File: src/vbr_defines.vh
// constants for the boot, frequency, address and input-sense register slice
// assumes inclusion by bare name from the register file and its bench
`ifndef VBR_DEFINES_VH
`define VBR_DEFINES_VH

// ---------------------------------------------------------------
// command codes (register offsets)
// ---------------------------------------------------------------
`define VBR_CMD_BOOT      8'hBB
`define VBR_CMD_SHUTDOWN  8'hBC
`define VBR_CMD_FREQ      8'hBD
`define VBR_CMD_BUS_ID    8'hBE
`define VBR_CMD_VIN_OFS   8'hBF
`define VBR_CMD_VIN_SCALE 8'hC0

// ---------------------------------------------------------------
// field positions
// ---------------------------------------------------------------
`define VBR_CODE9_MSB     8
`define VBR_ADDR_MODE_BIT 7
`define VBR_ADDR_HI_MSB   6
`define VBR_ADDR_HI_LSB   4
`define VBR_ADDR_LO_MSB   3
`define VBR_LOSS_MSB      15
`define VBR_LOSS_LSB      8
`define VBR_VOFS_SIGN     7
`define VBR_RW_BIT        0

// ---------------------------------------------------------------
// reset values and scale factors
// ---------------------------------------------------------------
`define VBR_RST_BOOT      9'h000
`define VBR_RST_SHUTDOWN  9'h000
`define VBR_RST_FREQ      9'h000
`define VBR_RST_BUS_ID    8'h00
`define VBR_RST_VIN_OFS   16'h0000
`define VBR_RST_VIN_SCALE 8'h00
`define VBR_FREQ_STEP_KHZ 13'h000A

`endif

File: src/vbr_sync.v
// two-flop synchroniser for a bundle of independent levels
// assumes each bit is a slow level; no bus coherency is implied
`timescale 1ns/1ps

module vbr_sync #(
  parameter         W       = 1,
  parameter [W-1:0] RST_VAL = {W{1'b0}}
) (
  // clock and reset
  input  wire         clock,
  input  wire         rst_n,
  // levels
  input  wire [W-1:0] d,
  output reg  [W-1:0] q_ff
);

  reg [W-1:0] meta_ff;

  // first stage feeds only the second
  always @(posedge clock or negedge rst_n) begin
    if (!rst_n) begin
      meta_ff <= RST_VAL;
      q_ff    <= RST_VAL;
    end else begin
      meta_ff <= d;
      q_ff    <= meta_ff;
    end
  end

endmodule // vbr_sync

File: src/vbr_i2c_phy.v
// bit level of the serial command port: start/stop, byte shift, ack slot
// assumes scl_s and sda_s are already synchronised to clock
`timescale 1ns/1ps

module vbr_i2c_phy (
  // clock and reset
  input  wire       clock,
  input  wire       rst_n,
  // synchronised line levels
  input  wire       scl_s,
  input  wire       sda_s,
  // byte layer controls
  input  wire       ack_i,
  input  wire       tx_i,
  input  wire [7:0] tx_byte_i,
  // byte layer events
  output reg        start_ff,
  output reg        stop_ff,
  output reg        rx_stb_ff,
  output reg  [7:0] rx_byte_ff,
  output reg        tx_stb_ff,
  // data line drive, high pulls the line low
  output reg        sda_oe_ff
);

  reg       scl_d_ff;
  reg       sda_d_ff;
  reg       active_ff;
  reg       txing_ff;
  reg       mack_ff;
  reg [3:0] cnt_ff;
  reg [7:0] sh_ff;

  wire rise    = scl_s & ~scl_d_ff;
  wire fall    = ~scl_s & scl_d_ff;
  wire start_w = scl_s & scl_d_ff & sda_d_ff & ~sda_s;
  wire stop_w  = scl_s & scl_d_ff & ~sda_d_ff & sda_s;

  always @(posedge clock or negedge rst_n) begin
    if (!rst_n) begin
      scl_d_ff   <= 1'b1;
      sda_d_ff   <= 1'b1;
      active_ff  <= 1'b0;
      txing_ff   <= 1'b0;
      mack_ff    <= 1'b1;
      cnt_ff     <= 4'h0;
      sh_ff      <= 8'h00;
      start_ff   <= 1'b0;
      stop_ff    <= 1'b0;
      rx_stb_ff  <= 1'b0;
      rx_byte_ff <= 8'h00;
      tx_stb_ff  <= 1'b0;
      sda_oe_ff  <= 1'b0;
    end else begin
      scl_d_ff  <= scl_s;
      sda_d_ff  <= sda_s;
      start_ff  <= 1'b0;
      stop_ff   <= 1'b0;
      rx_stb_ff <= 1'b0;
      tx_stb_ff <= 1'b0;
      if (start_w) begin
        active_ff <= 1'b1;
        txing_ff  <= 1'b0;
        cnt_ff    <= 4'hF; // first scl fall wraps to zero
        sda_oe_ff <= 1'b0;
        start_ff  <= 1'b1;
      end else if (stop_w) begin
        active_ff <= 1'b0;
        txing_ff  <= 1'b0;
        sda_oe_ff <= 1'b0;
        stop_ff   <= 1'b1;
      end else if (active_ff & rise) begin
        if (cnt_ff == 4'h8) begin
          mack_ff <= sda_s;
        end else if (!txing_ff) begin
          sh_ff <= {sh_ff[6:0], sda_s};
          if (cnt_ff == 4'h7) begin
            rx_stb_ff  <= 1'b1;
            rx_byte_ff <= {sh_ff[6:0], sda_s};
          end
        end
      end else if (active_ff & fall) begin
        if (cnt_ff == 4'h8) begin
          cnt_ff <= 4'h0;
          if (tx_i && (!txing_ff || !mack_ff)) begin
            sh_ff     <= tx_byte_i;
            sda_oe_ff <= ~tx_byte_i[7];
            txing_ff  <= 1'b1;
            tx_stb_ff <= 1'b1;
          end else if (txing_ff) begin
            // master refused the byte: stay off the line until a new start
            active_ff <= 1'b0;
            txing_ff  <= 1'b0;
            sda_oe_ff <= 1'b0;
          end else begin
            sda_oe_ff <= 1'b0;
          end
        end else if (cnt_ff == 4'h7) begin
          cnt_ff    <= 4'h8;
          sda_oe_ff <= txing_ff ? 1'b0 : ack_i;
        end else begin
          cnt_ff <= cnt_ff + 4'h1;
          if (txing_ff) begin
            sh_ff     <= {sh_ff[6:0], 1'b0};
            sda_oe_ff <= ~sh_ff[6];
          end
        end
      end
    end
  end

endmodule // vbr_i2c_phy

File: src/vbr_boot_freq_addr_vin_regs.v
// boot, shutdown threshold, frequency, bus identity and input-sense registers
// behind the serial command port, plus the logic that uses them
// assumes the wire-and of scl/sda is resolved outside; controls on the
// regulator side share clock
//
// Summary of operation
// - reserved bits drop on write and read back as zero
// - nine-bit boot code is the start-up target in pulse-id mode
// - phases go tri-state once id reaches threshold during shutdown or ramp
// - nine-bit frequency code sets switching rate at 10 kHz per step
// - selector 0 takes low address from strap pins, 1 from register
// - address is three-bit upper field above four-bit lower field
// - loss trim weighted 0.5 W or 1 W by current step select
// - input offset is signed, top bit sign, magnitude given out
// - eight-bit divider ratio code scales input voltage sensing
`timescale 1ns/1ps
`include "vbr_defines.vh"

module vbr_boot_freq_addr_vin_regs (
  // clock and reset
  input  wire       clock,
  input  wire       rst_b,
  // serial command port
  input  wire       scl_i,
  input  wire       sda_i,
  output reg        sda_o_ff,
  output wire       sda_oe_ff,
  // address strap pins
  input  wire [3:0] addr_strap_i,
  // regulator controls
  input  wire       pulse_voltage_id_interface_i,
  input  wire [8:0] other_start_code_i,
  input  wire       soft_shutdown_i,
  input  wire       dynamic_voltage_ramp_i,
  input  wire [8:0] vid_now_i,
  input  wire       sum_current_step_select_i,
  // results for the regulator
  output reg  [8:0] start_target_code_ff,
  output reg        phase_tristate_ff,
  output reg  [8:0] switch_freq_code_ff,
  output reg [12:0] switch_freq_khz_ff,
  output reg  [6:0] bus_address_ff,
  output reg  [8:0] loss_trim_half_watt_ff,
  output reg        vin_offset_neg_ff,
  output reg  [7:0] vin_offset_mag_ff,
  output reg  [7:0] vin_sense_scale_ff
);

  // ---------------------------------------------------------------
  // reset release and pin synchronisers
  // ---------------------------------------------------------------
  wire       rst_n;
  wire [1:0] line_s;
  wire [3:0] strap_s;

  vbr_sync #(.W(1), .RST_VAL(1'b0)) u_rst_sync (
    .clock (clock),
    .rst_n (rst_b),
    .d     (1'b1),
    .q_ff  (rst_n)
  );

  // lines idle high, so they reset high to avoid a false start
  vbr_sync #(.W(2), .RST_VAL(2'b11)) u_line_sync (
    .clock (clock),
    .rst_n (rst_n),
    .d     ({scl_i, sda_i}),
    .q_ff  (line_s)
  );

  vbr_sync #(.W(4), .RST_VAL(4'h0)) u_strap_sync (
    .clock (clock),
    .rst_n (rst_n),
    .d     (addr_strap_i),
    .q_ff  (strap_s)
  );

  // ---------------------------------------------------------------
  // bit engine
  // ---------------------------------------------------------------
  wire       start_w;
  wire       stop_w;
  wire       rx_stb_w;
  wire [7:0] rx_byte_w;
  wire       tx_stb_w;
  reg        ack_ff;
  reg        tx_ff;
  reg  [7:0] tx_byte;

  vbr_i2c_phy u_phy (
    .clock      (clock),
    .rst_n      (rst_n),
    .scl_s      (line_s[1]),
    .sda_s      (line_s[0]),
    .ack_i      (ack_ff),
    .tx_i       (tx_ff),
    .tx_byte_i  (tx_byte),
    .start_ff   (start_w),
    .stop_ff    (stop_w),
    .rx_stb_ff  (rx_stb_w),
    .rx_byte_ff (rx_byte_w),
    .tx_stb_ff  (tx_stb_w),
    .sda_oe_ff  (sda_oe_ff)
  );

  // ---------------------------------------------------------------
  // command decode helpers
  // ---------------------------------------------------------------
  function cmd_known;
    input [7:0] c;
    begin
      cmd_known = (c == `VBR_CMD_BOOT) || (c == `VBR_CMD_SHUTDOWN) ||
                  (c == `VBR_CMD_FREQ) || (c == `VBR_CMD_BUS_ID) ||
                  (c == `VBR_CMD_VIN_OFS) || (c == `VBR_CMD_VIN_SCALE);
    end
  endfunction

  function cmd_wide;
    input [7:0] c;
    begin
      cmd_wide = (c != `VBR_CMD_BUS_ID) && (c != `VBR_CMD_VIN_SCALE);
    end
  endfunction

  // ---------------------------------------------------------------
  // storage
  // ---------------------------------------------------------------
  reg  [8:0] boot_code_ff;
  reg  [8:0] tristate_code_ff;
  reg  [8:0] freq_code_ff;
  reg  [7:0] bus_id_ff;
  reg [15:0] vin_ofs_ff;
  reg  [7:0] vin_scale_ff;
  reg  [7:0] cmd_ff;
  reg        wr_stb_ff;
  reg [15:0] wr_data_ff;
  reg [15:0] rd_word;

  always @* begin
    case (cmd_ff)
      `VBR_CMD_BOOT:      rd_word = {7'h00, boot_code_ff};
      `VBR_CMD_SHUTDOWN:  rd_word = {7'h00, tristate_code_ff};
      `VBR_CMD_FREQ:      rd_word = {7'h00, freq_code_ff};
      `VBR_CMD_BUS_ID:    rd_word = {8'h00, bus_id_ff};
      `VBR_CMD_VIN_OFS:   rd_word = vin_ofs_ff;
      `VBR_CMD_VIN_SCALE: rd_word = {8'h00, vin_scale_ff};
      default:            rd_word = 16'h0000;
    endcase
  end

  always @(posedge clock or negedge rst_n) begin
    if (!rst_n) begin
      boot_code_ff     <= `VBR_RST_BOOT;
      tristate_code_ff <= `VBR_RST_SHUTDOWN;
      freq_code_ff     <= `VBR_RST_FREQ;
      bus_id_ff        <= `VBR_RST_BUS_ID;
      vin_ofs_ff       <= `VBR_RST_VIN_OFS;
      vin_scale_ff     <= `VBR_RST_VIN_SCALE;
    end else if (wr_stb_ff) begin
      case (cmd_ff)
        `VBR_CMD_BOOT:      boot_code_ff     <= wr_data_ff[`VBR_CODE9_MSB:0];
        `VBR_CMD_SHUTDOWN:  tristate_code_ff <= wr_data_ff[`VBR_CODE9_MSB:0];
        `VBR_CMD_FREQ:      freq_code_ff     <= wr_data_ff[`VBR_CODE9_MSB:0];
        `VBR_CMD_BUS_ID:    bus_id_ff        <= wr_data_ff[7:0];
        `VBR_CMD_VIN_OFS:   vin_ofs_ff       <= wr_data_ff;
        `VBR_CMD_VIN_SCALE: vin_scale_ff     <= wr_data_ff[7:0];
        default:            vin_scale_ff     <= vin_scale_ff;
      endcase
    end
  end

  // ---------------------------------------------------------------
  // transaction layer
  // ---------------------------------------------------------------
  localparam [4:0] ST_IDLE = 5'b00001;
  localparam [4:0] ST_ADDR = 5'b00010;
  localparam [4:0] ST_CMD  = 5'b00100;
  localparam [4:0] ST_WR   = 5'b01000;
  localparam [4:0] ST_RD   = 5'b10000;

  reg  [4:0] state_ff;
  reg  [1:0] idx_ff;
  reg  [7:0] lo_ff;
  wire [6:0] own_addr;

  // low byte first, high byte next, then zeros
  always @* begin
    case (idx_ff)
      2'd0:    tx_byte = rd_word[7:0];
      2'd1:    tx_byte = cmd_wide(cmd_ff) ? rd_word[15:8] : 8'h00;
      default: tx_byte = 8'h00;
    endcase
  end

  always @(posedge clock or negedge rst_n) begin
    if (!rst_n) begin
      state_ff   <= ST_IDLE;
      idx_ff     <= 2'd0;
      lo_ff      <= 8'h00;
      cmd_ff     <= 8'h00;
      ack_ff     <= 1'b0;
      tx_ff      <= 1'b0;
      wr_stb_ff  <= 1'b0;
      wr_data_ff <= 16'h0000;
    end else begin
      wr_stb_ff <= 1'b0;
      if (start_w) begin
        state_ff <= ST_ADDR;
        ack_ff   <= 1'b0;
        tx_ff    <= 1'b0;
      end else if (stop_w) begin
        state_ff <= ST_IDLE;
        ack_ff   <= 1'b0;
        tx_ff    <= 1'b0;
      end else if (tx_stb_w && state_ff == ST_RD) begin
        if (idx_ff != 2'd2)
          idx_ff <= idx_ff + 2'd1;
      end else if (rx_stb_w) begin
        case (state_ff)
          ST_ADDR: begin
            idx_ff <= 2'd0;
            if (rx_byte_w[7:1] != own_addr) begin
              ack_ff   <= 1'b0;
              state_ff <= ST_IDLE;
            end else if (rx_byte_w[`VBR_RW_BIT]) begin
              ack_ff   <= 1'b1;
              tx_ff    <= 1'b1;
              state_ff <= ST_RD;
            end else begin
              ack_ff   <= 1'b1;
              state_ff <= ST_CMD;
            end
          end
          ST_CMD: begin
            cmd_ff   <= rx_byte_w;
            ack_ff   <= cmd_known(rx_byte_w);
            state_ff <= cmd_known(rx_byte_w) ? ST_WR : ST_IDLE;
          end
          // commit after the last byte of the register width
          ST_WR: begin
            if (idx_ff == 2'd0 && cmd_wide(cmd_ff)) begin
              lo_ff  <= rx_byte_w;
              idx_ff <= 2'd1;
              ack_ff <= 1'b1;
            end else if (idx_ff == 2'd0) begin
              wr_data_ff <= {8'h00, rx_byte_w};
              wr_stb_ff  <= 1'b1;
              idx_ff     <= 2'd2;
              ack_ff     <= 1'b1;
            end else if (idx_ff == 2'd1) begin
              wr_data_ff <= {rx_byte_w, lo_ff};
              wr_stb_ff  <= 1'b1;
              idx_ff     <= 2'd2;
              ack_ff     <= 1'b1;
            end else begin
              ack_ff <= 1'b0;
            end
          end
          default: ack_ff <= 1'b0;
        endcase
      end
    end
  end

  // ---------------------------------------------------------------
  // users of the stored settings
  // ---------------------------------------------------------------
  // strap or register for low part
  assign own_addr = {bus_id_ff[`VBR_ADDR_HI_MSB:`VBR_ADDR_HI_LSB],
                     bus_id_ff[`VBR_ADDR_MODE_BIT] ? bus_id_ff[`VBR_ADDR_LO_MSB:0] : strap_s};

  wire [7:0] ofs_code = vin_ofs_ff[7:0];
  wire [7:0] loss     = vin_ofs_ff[`VBR_LOSS_MSB:`VBR_LOSS_LSB];
  wire       ramp_dn  = soft_shutdown_i | dynamic_voltage_ramp_i;

  always @(posedge clock or negedge rst_n) begin
    if (!rst_n) begin
      sda_o_ff               <= 1'b0;
      start_target_code_ff   <= 9'h000;
      phase_tristate_ff      <= 1'b0;
      switch_freq_code_ff    <= 9'h000;
      switch_freq_khz_ff     <= 13'h0000;
      bus_address_ff         <= 7'h00;
      loss_trim_half_watt_ff <= 9'h000;
      vin_offset_neg_ff      <= 1'b0;
      vin_offset_mag_ff      <= 8'h00;
      vin_sense_scale_ff     <= 8'h00;
    end else begin
      sda_o_ff <= 1'b0;
      start_target_code_ff <= pulse_voltage_id_interface_i ? boot_code_ff
                                                           : other_start_code_i;
      // tri-state held until the ramp ends
      if (!ramp_dn)
        phase_tristate_ff <= 1'b0;
      else if (vid_now_i <= tristate_code_ff)
        phase_tristate_ff <= 1'b1;
      switch_freq_code_ff <= freq_code_ff;
      switch_freq_khz_ff  <= {4'h0, freq_code_ff} * `VBR_FREQ_STEP_KHZ;
      bus_address_ff      <= own_addr;
      // half-watt units, doubled at 1 W step
      loss_trim_half_watt_ff <= sum_current_step_select_i ? {loss, 1'b0}
                                                          : {1'b0, loss};
      vin_offset_neg_ff <= ofs_code[`VBR_VOFS_SIGN];
      vin_offset_mag_ff <= ofs_code[`VBR_VOFS_SIGN] ? (~ofs_code + 8'h01) : ofs_code;
      vin_sense_scale_ff <= vin_scale_ff;
    end
  end

endmodule // vbr_boot_freq_addr_vin_regs

File: config.mk
export PLATFORM = sky130hd
export DESIGN_NAME = vbr_boot_freq_addr_vin_regs
export DESIGN_NICKNAME = d
export VERILOG_FILES = /design/src/vbr_sync.v /design/src/vbr_i2c_phy.v /design/src/vbr_boot_freq_addr_vin_regs.v
export VERILOG_INCLUDE_DIRS = /design/src
export SDC_FILE = /design/constraint.sdc
export NUM_CORES = 1
export LEC_CHECK = 0
export ABC_CLOCK_PERIOD_IN_PS = 7200
export BUFFER_PORTS_ARGS = -buffer_cell sky130_fd_sc_hd__buf_4
export CORE_UTILIZATION = 40
export DETAILED_ROUTE_END_ITERATION = 10
export GPL_ROUTABILITY_DRIVEN = 0
export SYNTH_ARGS = -nofsm -noshare
export SYNTH_HDL_FRONTEND = slang
export SYNTH_HIERARCHICAL = 1
export SYNTH_SLANG_ARGS = --single-unit
File: constraint.sdc
create_clock -name clock -period 7.2 [get_ports clock]
set_clock_uncertainty 0.05 [all_clocks]
set_input_delay 1.44 -clock clock [delete_from_list [all_inputs] [get_ports clock]]
set_output_delay 1.44 -clock clock [all_outputs]
set_load 0.1 [all_outputs]
==> flow_summary.toml, run 1 <==
[global_routing]
antenna_found_initial = 0
grt_pass1_vias = 6097
use_met3 = 0.0299
grt_max_degree = 74
grt_use_met2 = 0.292
grt-ovfl-total = 0
grt_pass1_wl_mm = 33.7
grt_util_met1 = 0.252
grtUsageTotal = 0.183
grt-busiest-layer = "met2"

[route]
vias = 5785
first_pass_iters = 9
avgViaCountPerCell = 5.40
drt_wl_total_mm = 20.5
ant_nets = 0
drt_iter0_markers = 297
wl_per_cell_um = 19.2
drc_errors = 0

[pwr]
powerDensity_mw_per_mm2 = 247
irDropWorstVdd_mv = 0.120
power_mw = 2.66
p_leak_nw = 5.35

[logic_synthesis]
avgSynthCellArea_um2 = 13.3
synth_edf_count = 0
synth_top_area_share = 0.547
yosysSeqAreaShare = 0.571
syn_area_mm2 = 0.00905
synthCells = 680
ys.warnings.count = 6
synth_area_leader_cell = "dfrtp_1"
synthFlopType = "dfrtp_1"
synth_top_cells_by_count = "dfrtp_1, mux2_2, ha_1, nand2_1, inv_1"
ys_async_sr_fraction = 1.00
synth_area_leaders = "dfrtp_1, mux2_2, ha_1"
synth_most_common_cell = "dfrtp_1"
synth_cell_types = 78
synth-seq-cells = 206

[cells_and_area]
final_cell_area_mm2 = 0.0108
fin_nets = 835
syn_to_final_growth_pct = 19.2
drive_above_1_share = 0.360
final-instance-count-excl-fill = 1071
insertedDiodeCount = 0
fin_util = 0.490

[cts]
ctsResizeCount = 0
hold_buffers = 0
cts-root-buf = "clkbuf_16"
post_cts_buffers = 0
clock_sinks = 206
cts_max_level = 1
clock_latency_ns = 0.51
cts_inserted_buffers = 22
clockBufferDepth = 3
cts_tree = "done"
path_clk_slew_ns = 0.06

[timing]
max_freq_mhz = 298
rsz0062_at_grt = "no"
fin_ws_ns = 3.85
max_slew_margin = 0.154
hold_viol_final = 0
setup_violations = 0
holdWs_ns = 0.300
tns_ns = 0
final.min_clock_period_ns = 3.35
finalCritPeriodShare = 0.465
drv_slew = 0
worst_pin_slew_ns = 1.27

[setup_path]
crit_chain = "nand4_1 > nor3b_1 > nand2_1 > nor3b_1 > mux2_2"
critPathKind = "flop to flop"
path_common_cell = "nor3b_1"
crit_slowest_cell = "nor3b_1"
crit_path_max_incr_delay_ns = 1.07
startpoint_type = "flop"
arrival_ns = 3.69
cp.required_ns = 7.54
endpoint_kind = "flop"
cp_max_fo = 11

[floorplan]
die_area_mm2 = 0.0232
die_h_um = 152
pin_count = 97
start_util = 0.411
core_mm2 = 0.0220
rows = 54
die_x_um = 152

[outcome]
status = "complete, no violations"

[place]
pre_cts_ws_ns = 3.86
hpwl_mm = 14.7
dpl_cell_area_mm2 = 0.0100
portBuffers = 94
dp.cells = 1031

[worst_hold_path]
hp-class = "flop to flop"

[run]
drv_cap = 0
==> cells by family (layout without fill, tap and decap cells) <==
group,Yosys count,count (layout),synth area share
buf+inv,53,163,0.0259
mux,126,126,0.165
flops,206,206,0.571
compound gates,114,114,0.0888
other cells,2,3,0.000830
fa+ha+maj,30,30,0.0423
simple gates,131,131,0.0893
xor+xnor,18,18,0.0174
==> registers in the layout, indices dropped and copies added, names as in the netlist, 9 cells and up <==
name	count
wr_data_ff	16
vin_ofs_ff	16
loss_trim_half_watt_ff	9
tristate_code_ff	9
switch_freq_code_ff	9
switch_freq_khz_ff	10
start_target_code_ff	9
freq_code_ff	9
boot_code_ff	9
==> metal layers <==
metal / part of all wire / up-vias
met5: 0 / -
met4: 0.028 / 0
met3: 0.052 / 37
met2: 0.47 / 172
met1: 0.45 / 2902
li1: - / 2674
==> worst paths after layout <==
| path | startpoint | end | slack (ns) | cells after the start |
|---|---|---|---|---|
| setup / recovery | cmd_ff[5]$_DFFE_PN0P_ | freq_code_ff[4]$_DFFE_PN0P_ | 3.85 | 5 |
| hold / removal | u_strap_sync/meta_ff[0]$_DFF_PN0_ | u_strap_sync/q_ff[0]$_DFF_PN0_ | 0.30 | 0 |
| setup reg to reg | cmd_ff[5]$_DFFE_PN0P_ | freq_code_ff[4]$_DFFE_PN0P_ | 3.85 | 5 |
| hold reg to reg | u_strap_sync/meta_ff[0]$_DFF_PN0_ | u_strap_sync/q_ff[0]$_DFF_PN0_ | 0.30 | 0 |
| max in group asynchronous | u_rst_sync/q_ff$_DFF_PN0_ | boot_code_ff[1]$_DFFE_PN0P_ | 5.22 | 1 |
| min in group asynchronous | u_rst_sync/q_ff$_DFF_PN0_ | switch_freq_khz_ff[10]$_DFF_PN0_ | 0.42 | 0 |
==> power breakdown <==
group          switching, mW  total, mW  internal, mW
clock                  0.458       1.23         0.772
combinational          0.120      0.189        0.0692
sequential            0.0483       1.24          1.19
total                  0.626       2.66          2.04
==> critical path: cells and delay by family (launching register included) <==
kind / cells / cell delay (ns)
AND/OR/NAND/NOR: 4 / 2.39
multiplexers: 1 / 0.43
flip-flops: 1 / 0.36
==> cells in the final DEF (no fill, tap or decap), types with 5 or more instances in the layout <==
cell type  instances
a21oi_1           19
a22o_1            17
a22oi_1            9
and3_1             5
buf_4             96
bufinv_16          5
clkbuf_16         23
clkinv_2           7
dfrtp_1          197
dfstp_2            8
ha_1              29
inv_1             27
mux2_2           113
mux2i_1            5
mux4_2             7
nand2_1           29
nand3_1            9
nand3b_1           5
nor2_1            19
nor2b_1            5
nor3_1            11
o21ai_0           17
o22ai_1           18
xnor2_1           10
xor2_1             8
==> area by class of cell <==
cell class                 count  area (µm²)
timing repair buffer          96         721
fill                        1955       11200
sequential                   206        5170
clock buffer                  27         601
inverter                      27         101
multi-input combinational    422        3650
clock inverter                13         193
tap                          280         350
Note: power is estimated with default switching activity, not from simulation.
==> run 2, diff against run 1 <==
--- a/config.mk
+++ b/config.mk
@@ -6,7 +6,7 @@
 export SDC_FILE = /design/constraint.sdc
 export NUM_CORES = 1
 export LEC_CHECK = 0
-export ABC_CLOCK_PERIOD_IN_PS = 7200
+export ABC_CLOCK_PERIOD_IN_PS = 3300
 export BUFFER_PORTS_ARGS = -buffer_cell sky130_fd_sc_hd__buf_4
 export CORE_UTILIZATION = 40
 export DETAILED_ROUTE_END_ITERATION = 10
==> constraint.sdc (replaced) <==
create_clock -name clock -period 3.3 [get_ports clock]
set_clock_uncertainty 0.05 [all_clocks]
set_input_delay 0.66 -clock clock [delete_from_list [all_inputs] [get_ports clock]]
set_output_delay 0.66 -clock clock [all_outputs]
set_load 0.1 [all_outputs]
==> flow_summary.toml, run 2 (synthesis gave the netlist of run 1 again) <==
[cts]
cts_inserted_buffers = 23
clockBufferDepth = 3
clock_sinks = 206
clock_latency_ns = 0.50
post_cts_buffers = 0
cts_max_level = 1
cts_tree = "done"
path_clk_slew_ns = 0.06
cts-root-buf = "clkbuf_16"

[timing]
worst_pin_slew_ns = 0.688
max_freq_mhz = 374
rsz0062_at_grt = "no"
max_slew_margin = 0.542
tns_ns = 0
setup_violations = 0
final.min_clock_period_ns = 2.67
finalCritPeriodShare = 0.810
hold_viol_final = 0
drv_slew = 0
fin_ws_ns = 0.626

[global_routing]
grt_max_degree = 60
grt-ovfl-total = 0
grtUsageTotal = 0.188
antenna_found_initial = 0
grt_pass1_wl_mm = 34.5
grt_pass1_vias = 6133

[setup_path]
critPathKind = "flop to flop"
crit_slowest_cell = "dfrtp_1"
startpoint_type = "flop"
timing.rr.start = "cmd_ff[0]$_DFFE_PN0P_"
arrival_ns = 3.01
cp_max_fo = 20
worstSetupStartpoint = "cmd_ff[0]$_DFFE_PN0P_"
endpoint_kind = "flop"
cp.required_ns = 3.63
crit_path_max_incr_delay_ns = 0.77
crit_chain = "nor2_1 > and4b_1 > or3_1 > nor2_4 > mux2_2"

[worst_hold_path]
worstHoldStart = "addr_strap_i[2]"
hp-class = "input port to flop"

[floorplan]
die_x_um = 152
rows = 54
die_area_mm2 = 0.0232
start_util = 0.411
core_mm2 = 0.0220
die_h_um = 152
pin_count = 97

[route]
vias = 5890
drt_iter0_markers = 337
drc_errors = 6
wl_per_cell_um = 19.6
ant_nets = 0
drt_wl_total_mm = 21.1
avgViaCountPerCell = 5.46
first_pass_iters = 11

[cells_and_area]
multi_input_area_mm2 = 0.00365
fin_nets = 843
insertedDiodeCount = 0
largestRegisters = "vin_ofs_ff: 16 flops, wr_data_ff: 16 flops, switch_freq_khz_ff: 10 flops"
final_cell_mix = "dfrtp_1, mux2_2, buf_4"
seqCellArea_mm2 = 0.00517
final-instance-count-excl-fill = 1078
fin_util = 0.492
syn_to_final_growth_pct = 19.7
mostFrequentLayoutCell = "dfrtp_1"
drive_above_1_share = 0.365
nFillCells = 1914

[place]
dp.cells = 1037
hpwl_mm = 15.2
pre_cts_ws_ns = 0.656
portBuffers = 94

[pwr]
irDropWorstVdd_mv = 0.313
powerDensity_mw_per_mm2 = 524
power_mw = 5.68
p_leak_nw = 5.38

[outcome]
failed_checks = "design-rule violations"
status = "finished, violations left"

[run]
drv_cap = 0
run 2: changes by cell type in the layout (fill, tap and decap cells not counted), sizes merged:
cell         previous run  this run
bufinv                  5         1
clkinv                  7         3
dlygate4sd3             0         1
inv                    27        28
clkbuf                 27        34
buf                    96       102
run 2: final cells by class:
| cell class | instances | area share |
|---|---|---|
| Sequential cell | 206 | 0.477 |
| Multi-Input combinational cell | 422 | 0.337 |
| Timing Repair Buffer | 103 | 0.0739 |
| Clock buffer | 34 | 0.0643 |
| Tap cell | 280 | 0.0323 |
| Inverter | 27 | 0.00935 |
| Clock inverter | 6 | 0.00566 |
run 2: layer usage:
layer,global-route usage,wire length (µm)
met1,0.263,9920
met3,0.0267,823
met4,0.0645,545
met2,0.302,9850
met5,0,0
run 2: report_power, final:
group | internal, mW | switching, mW
logic | 0.157 | 0.267
registers | 2.61 | 0.106
clock network | 1.53 | 1.01
total | 4.30 | 1.38
run 2: path summary, 6_finish.rpt:
path,endpoint,slack (ns),depth (start not counted)
max,lo_ff[4]$_DFFE_PN0P_,0.63,5
min,u_strap_sync/meta_ff[2]$_DFF_PN0_,0.21,1
max reg2reg,lo_ff[4]$_DFFE_PN0P_,0.63,5
min reg2reg,u_rst_sync/q_ff$_DFF_PN0_,0.30,0
max in group asynchronous,u_line_sync/q_ff[1]$_DFF_PN1_,2.09,1
min in group asynchronous,bus_address_ff[0]$_DFF_PN0_,0.32,0
run 2: metrics by stage:
| step | hold WS [ns] | area (µm²) |
|---|---|---|
| after global placement | 0.287 | 10100 |
| after detailed placement | 0.288 | 10100 |
| after global routing | 0.193 | 10800 |
| final | 0.211 | 10800 |
| after CTS | 0.195 | 10800 |
| after floorplan | 0.281 | 9060 |
run 2: timing repair:
action / CTS / global route
gates resized for setup: 0 / 0
hold buffers: 1 / 0
hold endpoints to repair: 2 / 0
run 2: critical path, delay by kind of cell (launching register included):
kind,cells,cell delay (ns)
flops,1,0.77
mux,1,0.37
simple gates,4,1.36
